<file path="config.mk">
export PLATFORM = sky130hd
export DESIGN_NAME = zqc_calibration_control
export DESIGN_NICKNAME = d
export VERILOG_FILES = /design/src/common/zqc_pkg.sv /design/src/rtl/zqc_calibration_control.sv
export VERILOG_INCLUDE_DIRS = /design/src /design/src/common
export SDC_FILE = /design/constraint.sdc
export NUM_CORES = 1
export LEC_CHECK = 0
export ABC_AREA = 1
export BUFFER_PORTS_ARGS = -buffer_cell sky130_fd_sc_hd__buf_2
export CORE_UTILIZATION = 40
export CTS_BUF_LIST = sky130_fd_sc_hd__clkbuf_4
export DETAILED_ROUTE_END_ITERATION = 10
export PLACE_DENSITY = 0.68
export REMOVE_ABC_BUFFERS = 1
export SLEW_MARGIN = 20
export SYNTH_ARGS = -nofsm -noshare
export SYNTH_HDL_FRONTEND = slang
export SYNTH_SLANG_ARGS = --single-unit
</file>
<file path="constraint.sdc">
create_clock -name core_clk_i -period 4.08 [get_ports core_clk_i]
set_input_delay 0.816 -clock core_clk_i [delete_from_list [all_inputs] [get_ports core_clk_i]]
set_output_delay 0.816 -clock core_clk_i [all_outputs]
set_load 0.005 [all_outputs]
</file>
<file path="src/common/zqc_map.svh">
// zq calibration control: timing and code constants
// assumes a 200 MHz core clock; included by the package, and the design uses its macros
`ifndef ZQC_MAP_SVH
`define ZQC_MAP_SVH

`define ZQC_CLK_PERIOD_PS    5000
// calibration windows, in clock periods of the dram clock
`define ZQC_INIT_NCK         1024
`define ZQC_OPER_NCK         512
`define ZQC_CS_NCK           128
// a short calibration corrects within this many clocks
`define ZQC_CS_CORRECT_NCK   64
// cycles kept at the end of the window for the move to the io and the quiet cycle after it
`define ZQC_XFER_NCK         2
`define ZQC_CODE_W           6
`define ZQC_CODE_RESET       6'h20
`define ZQC_CNT_W            11
`define ZQC_CNT_ONE          11'h001
`define ZQC_CNT_ZERO         11'h000
`define ZQC_CODE_ONE         6'h01

`endif

</file>
<file path="src/common/zqc_pkg.sv">
// zq calibration control: shared types
// assumes zqc_map.svh sits on the include path
`include "zqc_map.svh"

package zqc_pkg;

   typedef enum logic [1:0] {
      ZQC_IDLE,
      ZQC_CAL,
      ZQC_XFER,
      ZQC_QUIET
   } zqc_state_e;

   typedef logic [`ZQC_CODE_W-1:0] zqc_code_t;
   typedef logic [`ZQC_CNT_W-1:0]  zqc_cnt_t;

endpackage

</file>
<file path="src/rtl/zqc_calibration_control.sv">
// zq calibration control: long and short calibration sequencing in the device
// assumes commands arrive decoded on core_clk_i; the comparator comes from the
// analog calibration engine and is asynchronous, so it is synchronised here
//
// What this block and the controller must do
// RULE1 - long calibration command starts full driver and termination calibration
// RULE2 - calibrated result is copied to driver and termination codes at the io
// RULE3 - first long calibration after reset uses the initial period
// RULE4 - later long calibrations use the shorter operational period
// RULE5 - short calibration corrects drift and completes within its own period
// RULE6 - one short calibration steps codes at least one unit within 64 clocks
// RULE7 - controller spaces short calibrations by correction over total drift
// RULE8 - controller keeps the channel quiet during any calibration window
// RULE9 - calibration current path is switched off once calibration finishes
// RULE10 - controller precharges all banks and meets precharge time first
// RULE11 - calibration commands are accepted while the dll is still locking
// RULE12 - self refresh exit never starts a calibration by itself
// RULE13 - controller waits the self refresh exit time before calibrating
// RULE14 - controller keeps windows of devices sharing a resistor apart
// RULE15 - controller holds clock enable high during the whole calibration
// RULE16 - termination is forced off while calibration runs
// RULE17 - every device on the data bus stays high impedance meanwhile
// RULE18 - a reset-cleared flag, set by first long calibration, picks the period
`timescale 1ns/1ps

module zqc_calibration_control
   import zqc_pkg::*;
#(
   parameter int INIT_NCK = `ZQC_INIT_NCK,
   parameter int OPER_NCK = `ZQC_OPER_NCK,
   parameter int CS_NCK   = `ZQC_CS_NCK
) (
   // clock and reset
   input  wire logic             core_clk_i,
   input  wire logic             reset_i,
   input  wire logic             clk_en_i,
   // decoded commands
   input  wire logic             cal_long_i,
   input  wire logic             cal_short_i,
   input  wire logic             self_refresh_exit_i,
   input  wire logic             dll_locking_i,
   // termination request from the odt logic
   input  wire logic             odt_req_i,
   // analog calibration engine
   input  wire logic             cmp_high_i,
   // io codes and status
   output logic [`ZQC_CODE_W-1:0] drv_code_o,
   output logic [`ZQC_CODE_W-1:0] odt_code_o,
   output logic                   odt_en_o,
   output logic                   zq_current_en_o,
   output logic                   cal_busy_o,
   output logic                   cal_done_o,
   output logic                   init_done_o,
   output logic                   cmd_accept_o
);

   ////////////////////////////////////////////////////////////////////////////
   // constants

   localparam zqc_cnt_t INIT_CNT = zqc_cnt_t'(INIT_NCK);
   localparam zqc_cnt_t OPER_CNT = zqc_cnt_t'(OPER_NCK);
   localparam zqc_cnt_t CS_CNT   = zqc_cnt_t'(CS_NCK);
   localparam zqc_cnt_t XFER_CNT = zqc_cnt_t'(`ZQC_XFER_NCK);
   // stepping period keeps at least one step inside any 64-clock span
   localparam zqc_cnt_t STEP_CNT = zqc_cnt_t'(`ZQC_CS_CORRECT_NCK / 2);

   ////////////////////////////////////////////////////////////////////////////
   // comparator synchroniser

   logic cmp_meta;
   logic cmp_sync;

   always_ff @(posedge core_clk_i or posedge reset_i) begin
      if (reset_i) begin
         cmp_meta <= 1'b0;
         cmp_sync <= 1'b0;
      end else if (clk_en_i) begin
         cmp_meta <= cmp_high_i;
         cmp_sync <= cmp_meta;
      end
   end

   ////////////////////////////////////////////////////////////////////////////
   // command acceptance

   zqc_state_e state;
   zqc_cnt_t   win_cnt;
   zqc_cnt_t   step_cnt;
   zqc_code_t  eng_code;
   logic       long_cal;
   logic       init_done;
   logic       start_long;
   logic       start_short;

   // dll lock state deliberately does not gate acceptance
   assign cmd_accept_o = (state == ZQC_IDLE);                          // RULE11
   assign start_long   = cmd_accept_o && cal_long_i;                   // RULE1
   assign start_short  = cmd_accept_o && cal_short_i && !cal_long_i;   // RULE5
   // self_refresh_exit_i and dll_locking_i never start anything
   logic unused_ok;
   assign unused_ok = self_refresh_exit_i ^ dll_locking_i;             // RULE12

   ////////////////////////////////////////////////////////////////////////////
   // first-long flag

   always_ff @(posedge core_clk_i or posedge reset_i) begin
      if (reset_i) begin
         init_done <= 1'b0;                                             // RULE18
      end else if (clk_en_i && start_long) begin
         init_done <= 1'b1;                                             // RULE18
      end
   end

   assign init_done_o = init_done;

   ////////////////////////////////////////////////////////////////////////////
   // sequencer

   always_ff @(posedge core_clk_i or posedge reset_i) begin
      if (reset_i) begin
         state    <= ZQC_IDLE;
         win_cnt  <= `ZQC_CNT_ZERO;
         long_cal <= 1'b0;
      end else if (clk_en_i) begin
         unique case (state)
            ZQC_IDLE: begin
               if (start_long) begin
                  state    <= ZQC_CAL;
                  long_cal <= 1'b1;
                  win_cnt  <= init_done ? OPER_CNT : INIT_CNT;           // RULE3 RULE4
               end else if (start_short) begin
                  state    <= ZQC_CAL;
                  long_cal <= 1'b0;
                  win_cnt  <= CS_CNT;                                    // RULE5
               end
            end
            ZQC_CAL: begin
               win_cnt <= win_cnt - `ZQC_CNT_ONE;
               // leave room for the transfer inside the window
               if (win_cnt <= XFER_CNT + `ZQC_CNT_ONE) begin
                  state <= ZQC_XFER;
               end
            end
            ZQC_XFER: begin
               win_cnt <= win_cnt - `ZQC_CNT_ONE;
               state   <= ZQC_QUIET;
            end
            ZQC_QUIET: begin
               if (win_cnt <= `ZQC_CNT_ONE) begin
                  state   <= ZQC_IDLE;
                  win_cnt <= `ZQC_CNT_ZERO;
               end else begin
                  win_cnt <= win_cnt - `ZQC_CNT_ONE;
               end
            end
         endcase
      end
   end

   ////////////////////////////////////////////////////////////////////////////
   // calibration engine: successive single-step tracking

   always_ff @(posedge core_clk_i or posedge reset_i) begin
      if (reset_i) begin
         eng_code <= `ZQC_CODE_RESET;
         step_cnt <= `ZQC_CNT_ZERO;
      end else if (clk_en_i) begin
         if (state != ZQC_CAL || step_cnt >= STEP_CNT - `ZQC_CNT_ONE) begin
            step_cnt <= `ZQC_CNT_ZERO;
         end else begin
            step_cnt <= step_cnt + `ZQC_CNT_ONE;
         end
         // step on the first cal cycle, so even a short window moves the code;
         // long calibration steps every cycle for full range
         if (state == ZQC_CAL && (step_cnt == `ZQC_CNT_ZERO || long_cal)) begin
            if (cmp_sync && eng_code != '1) begin
               eng_code <= eng_code + `ZQC_CODE_ONE;                   // RULE6
            end else if (!cmp_sync && eng_code != '0) begin
               eng_code <= eng_code - `ZQC_CODE_ONE;                   // RULE6
            end
         end
      end
   end

   ////////////////////////////////////////////////////////////////////////////
   // transfer to io and outputs

   always_ff @(posedge core_clk_i or posedge reset_i) begin
      if (reset_i) begin
         drv_code_o <= `ZQC_CODE_RESET;
         odt_code_o <= `ZQC_CODE_RESET;
      end else if (clk_en_i && state == ZQC_XFER) begin
         // io codes change only here, so drivers never see a walking code
         drv_code_o <= eng_code;                                        // RULE2
         odt_code_o <= eng_code;                                        // RULE2
      end
   end

   always_ff @(posedge core_clk_i or posedge reset_i) begin
      if (reset_i) begin
         cal_done_o <= 1'b0;
      end else if (clk_en_i) begin
         cal_done_o <= (state == ZQC_QUIET) && (win_cnt <= `ZQC_CNT_ONE);
      end
   end

   assign cal_busy_o      = (state != ZQC_IDLE);
   // current path only while the engine compares
   assign zq_current_en_o = (state == ZQC_CAL);                         // RULE9
   // termination is dropped even if the controller left it on
   assign odt_en_o        = odt_req_i && (state == ZQC_IDLE);           // RULE16

endmodule // zqc_calibration_control

</file>
**Word level (Yosys, flattened, before mapping)**

Cells that the tools add are included.

- Bits of input ports: 9
- Flip-flop bits (word level): 41
- Word-level logic and storage cells: 65

- Add/subtract/negate cells: 4
- Order comparisons: 3
- Reductions and logical operators: 25
- Equality and inequality tests: 8
- Multiplexer cells: 15

Operator list:

| operator | count |
|---|---|
| $mux W11 | 5 |
| $pmux W11 S3 | 1 |
| $mux W6 | 2 |
| $add A11 B1 Y11 const B | 1 |
| $ge A11 B5 Y1 const B | 1 |
| $le A11 B1 Y1 const B | 1 |
| $le A11 B2 Y1 const B | 1 |
| $logic_not A11 Y1 | 1 |
| $sub A11 B1 Y11 const B | 1 |
| $logic_and A1 B1 Y1 | 10 |
| $mux W2 | 4 |
| $pmux W2 S4 | 1 |
| $add A6 B1 Y6 const B | 1 |
| $ne A6 B6 Y1 const B | 1 |
| $reduce_and A3 Y1 | 2 |
| $reduce_bool A2 Y1 | 3 |
| $reduce_bool A6 Y1 | 1 |
| $sub A6 B1 Y6 const B | 1 |
| $eq A2 B2 Y1 const B | 2 |
| $ne A2 B1 Y1 const B | 2 |
| $reduce_and A4 Y1 | 1 |
| $ne A3 B1 Y1 const B | 1 |
| $eq A2 B1 Y1 const B | 1 |
| $logic_not A1 Y1 | 2 |
| other kinds (6) | 8 |

**Depth between registers and ports, before layout**

- Word-level depth: 6
- Depth in mapped cells: 15
- Depth with buffers taken out: 15

**Worst setup path after synthesis**

OpenSTA, ideal clock, no wires.

- Path type: reg2reg
- Start: register eng_code[5]
- End: register eng_code[4]
- Setup slack: 2.333 ns
- Library setup time: 0.131 ns
- Data arrival time: 1.616 ns
- Stages on the path, launching flop included: 15
- Required time: 3.949 ns
- Cells stage by stage: dfstp_2 -> nand2_1 -> nor2_2 -> nand2_2 -> nand2_4 -> nand2_2 -> nand2_1 -> inv_1 -> ha_1 -> inv_1 -> nand2_1 -> nand3_2 -> nand3_1 -> nand3_1 -> o21ai_1

- Word-level cells in the longest chain between the ends: 4

Ends and longest elaborated chain:

| what | RTL line | source |
|---|---|---|
| start, declared | zqc_calibration_control.sv:89 | `zqc_code_t eng_code;` |
| start signal, assigned | zqc_calibration_control.sv:165 | `` eng_code <= `ZQC_CODE_RESET; `` |
| start signal, assigned | zqc_calibration_control.sv:177 | `` eng_code <= eng_code + `ZQC_CODE_ONE; `` |
| start signal, assigned | zqc_calibration_control.sv:179 | `` eng_code <= eng_code - `ZQC_CODE_ONE; `` |
| $ne A6 B6 Y1 or $reduce_bool A6 Y1 (tied branches) | zqc_calibration_control.sv:176, zqc_calibration_control.sv:178 |  |
| $logic_and A1 B1 Y1 (on tied branches) | zqc_calibration_control.sv:176, zqc_calibration_control.sv:178 |  |
| $reduce_bool A2 Y1 (no line) | -- |  |
| $reduce_and A3 Y1 (no line) | -- |  |

Parallel ways exist; a longest one is shown, timed or not.
A chain may end at the register's enable or synchronous reset.

**Worst setup path after layout**

- Start: register state[1]
- End: output cal_busy_o

- Word-level cells in the longest chain between the ends: 1

Ends and longest elaborated chain:

| what | RTL line | source |
|---|---|---|
| start, declared | zqc_calibration_control.sv:86 | `zqc_state_e state;` |
| start signal, assigned | zqc_calibration_control.sv:121 | `state <= ZQC_IDLE;` |
| start signal, assigned | zqc_calibration_control.sv:128 | `state <= ZQC_CAL;` |
| start signal, assigned | zqc_calibration_control.sv:132 | `state <= ZQC_CAL;` |
| $reduce_bool A2 Y1 | zqc_calibration_control.sv:207 | `assign cal_busy_o = (state != ZQC_IDLE);` |
| end, declared | zqc_calibration_control.sv:51 | `output logic cal_busy_o,` |

No other way between the ends.

==> reports/metrics.csv <==
stage,metric,value,unit
logic_synthesis,Synth Instances,301,
cts,later-pin clock latency in the skew report,0.35,ns
timing,RSZ-0062 raised after global routing,no,
logic_synthesis,main area contributors after synthesis,"dfrtp_1 (41%), nand2_1 (10%), inv_1 (7.8%)",
logic_synthesis,synth unique cells,32,
final_layout,antenna cell count,0,
timing,fmax,0.4348,GHz
drt,# DRC,0,
worst_setup_path,CP cell instances,inv_1 -> ha_1 -> inv_1 -> buf_2,
logic_synthesis,top-count cell post-synth,nand2_1,
timing,Max Clock Skew,0.01147,ns
status,status,"complete, no violations",
worst_setup_path,worst setup path endpoint,cal_busy_o,
place,placed cells,388,
final_layout,final non-filler cell total,396,
cts,CTS Buf Count,5,
grt,first-pass GRT wire length,8362,um
drt,DR WL/cell,11.75,um
timing,Final setup viols,0,
logic_synthesis,post-synth top area share,0.4136,
place,IO Port Bufs,24,
die,Boundary Pins,27,
place,GP Congestion,0.8301,
timing,Slew Limit Fails,0,
worst_setup_path,"Top cell by count, worst path",inv_1,
die,die area,6210,um^2
cts,clock-pin transition on the worst setup and hold timing paths,0.13,ns
logic_synthesis,Synth Register Bits,41,
timing,period utilization,0.5637,
power_and_ir_drop,Peak VDD IR,0.0004180,V
logic_synthesis,largest area contributor in the netlist,dfrtp_1,
cts,"Setup Fix Bufs, Post-CTS",0,
logic_synthesis,Netlist Area Pre-Place,2360,um^2
timing,Hold Fails Final Rpt,0,
final_layout,share of post-route cells with drive strength above 1,0.1605,
drt,1st-pass router iterations,4,
cts,CTS HTree Levels,2,
cts,post_cts resized,0,
cts,Post-CTS Hold Buffers,0,
grt,largest net degree at the start of global routing,42,
cts,clock tree from TritonCTS,yes,
cts,Root Driver,clkbuf_4,
die,die height,78.81,um
worst_setup_path,Critical R2R Launch,state[1],
cts,total clock sinks,41,
logic_synthesis,asr flop ratio synth,1.000,
worst_setup_path,CP startpoint,state[1],
grt,Total GRT Usage,0.1714,
timing,Worst slew margin,0.6427,
power_and_ir_drop,Total Power,0.001841,W
drt,Via-to-Cell Ratio,4.924,
worst_setup_path,CP arrival,1.48,ns
final_layout,area grow syn2layout,10.71,%
die,num rows,27,
worst_setup_path,"Max FO, Critical Path",7,
power_and_ir_drop,power per cell area,704.9,nW/um^2
final_layout,Final Net Count,343,
logic_synthesis,commonest cells in the netlist,"nand2_1 (64), inv_1 (49), dfrtp_1 (39), nor2_1 (31)",
drt,DR vias,1950,
worst_setup_path,R2R Path End,win_cnt[8],
timing,Final WS setup,1.780,ns
logic_synthesis,"Top FF cell, synth",dfrtp_1,
hold_path,Worst Hold Class,flip-flop to flip-flop,
worst_setup_path,Worst Setup Start Kind,flip-flop,
worst_setup_path,r2r setup slk,2.03,ns
worst_setup_path,R2R cell count,8,
place,Post-DP HPWL,3444,um
grt,grt ovf,0,
drt,DRT iter0 DRCs,110,
worst_setup_path,CP Class,flip-flop to output pin,
worst_setup_path,Required @ worst endpoint,3.26,ns
grt,vias in the first global route,1881,
worst_setup_path,slowest CP cell,dfrtp_1,
power_and_ir_drop,Leakage,1.347,nW
timing,Tmin final,2.300,ns
worst_setup_path,"slowest stage delay, CP",0.43,ns
logic_synthesis,register area share after synthesis,0.4358,
timing,Least-Margin Pin Slew,0.5360,ns
worst_setup_path,Critical Path Sink Type,output pin,
logic_synthesis,yosys warns,0,
grt,initial antenna violation count,0,
run,max-cap check violation count,0,
place,Place WS,1.828,ns
drt,drt total wl,4653,um
drt,ANT nets after route,0,
cts,CTS max path bufs,2,
die,Starting Density,0.4208,
die,die width,78.81,um
die,core footprint,5608,um^2
logic_synthesis,number of synthesized flops with an enable pin,0,
logic_synthesis,Syn Area/Cell,7.840,um^2
timing,Setup TNS,0,ns
[worst max-delay path: cells and delay by family, from the launching register on]
kind	cells	cell delay, ns
adder cells (fa/ha/maj)	1	0.31
buffers and inverters	3	0.40
flip-flops	1	0.43
[flip-flops by register name, summed over array words and instances (netlist names)]
signal / count
long_cal: 1
cmp_sync: 1
cmp_meta: 1
init_done_o: 1
cal_done_o: 1
win_cnt: 11
step_cnt: 11
state: 2
eng_code: 6
odt_code_o: 6
[through the flow]
| stage | utilization | hold slack, ns | cell area (um^2) |
|---|---|---|---|
| 2_1_floorplan | - | 0.4422 | 2292 |
| 3_3_place_gp | 0.4476 | 0.4588 | 2510 |
| 3_5_place_dp | 0.4476 | 0.4633 | 2510 |
| 4_1_cts | 0.4659 | 0.4946 | 2613 |
| 5_1_grt | 0.4659 | 0.5021 | 2613 |
| 6_report | 0.4659 | 0.4913 | 2613 |
[kinds of logic (layout without fill, tap and decap cells)]
family                     Yosys count  in the layout  synth area share
DFF                                 41             41            0.4358
xor gates and xnor gates             8              8           0.02969
buffers and inverters               60             83            0.1082
adders and majority gates           11             11           0.05832
and+or+nand+nor                    144            144            0.2810
AOI/OAI and AO/OA                   37             37           0.08696
[per-layer routing]
metal / part of all wire / track usage / routed length [um] / up-vias
li1: - / - / - / 989
met1: 0.50 / 0.2325 / 2306 / 911
met2: 0.46 / 0.2687 / 2118 / 46
met3: 0.040 / 0.04483 / 185 / 4
met4: 0.0090 / 0.04815 / 42 / 0
met5: 0 / 0 / 0 / -
[layout by cell type, fill, tap and decap left out, types with 3 or more instances in the layout]
cell type,count
nand2_2,7
inv_1,49
ha_1,11
nand3_1,23
nor2_2,3
xnor2_1,4
buf_2,24
nor2_1,31
xor2_1,4
a21oi_1,5
o22ai_1,3
nor3_1,4
clkbuf_4,5
nand4_1,4
o21ai_0,23
dfrtp_1,39
nand2_1,64
[cell type report]
class	instances	area, um^2
Fill cell	598	2995
Multi-Input combinational cell	200	1076
Sequential cell	41	1028
Inverter	50	187.7
Timing Repair Buffer	25	127.6
Tap cell	72	90.09
Clock inverter	3	65.06
Clock buffer	5	37.54
[worst min-delay path by stage]
stage	endpoint	startpoint	slack, ns	depth (start not counted)
detailed placement	cmp_meta	cmp_meta	0.46	2
global route	step_cnt[9]	step_cnt[9]	0.50	2
global placement	step_cnt[6]	step_cnt[6]	0.46	2
CTS	cmp_meta	cmp_meta	0.49	2
floorplan	cmp_meta	cmp_meta	0.44	2
finish	cmp_meta	cmp_meta	0.49	2
[where the power goes]
group | internal [W] | leakage (nW) | switching, W
Sequential | 0.000539 | 0.522 | 0.000119
Clock | 0.000190 | 0.0552 | 0.000143
Combinational | 0.000324 | 0.770 | 0.000527
Total | 0.00105 | 1.35 | 0.000789
(Power assumes the default switching activity.)
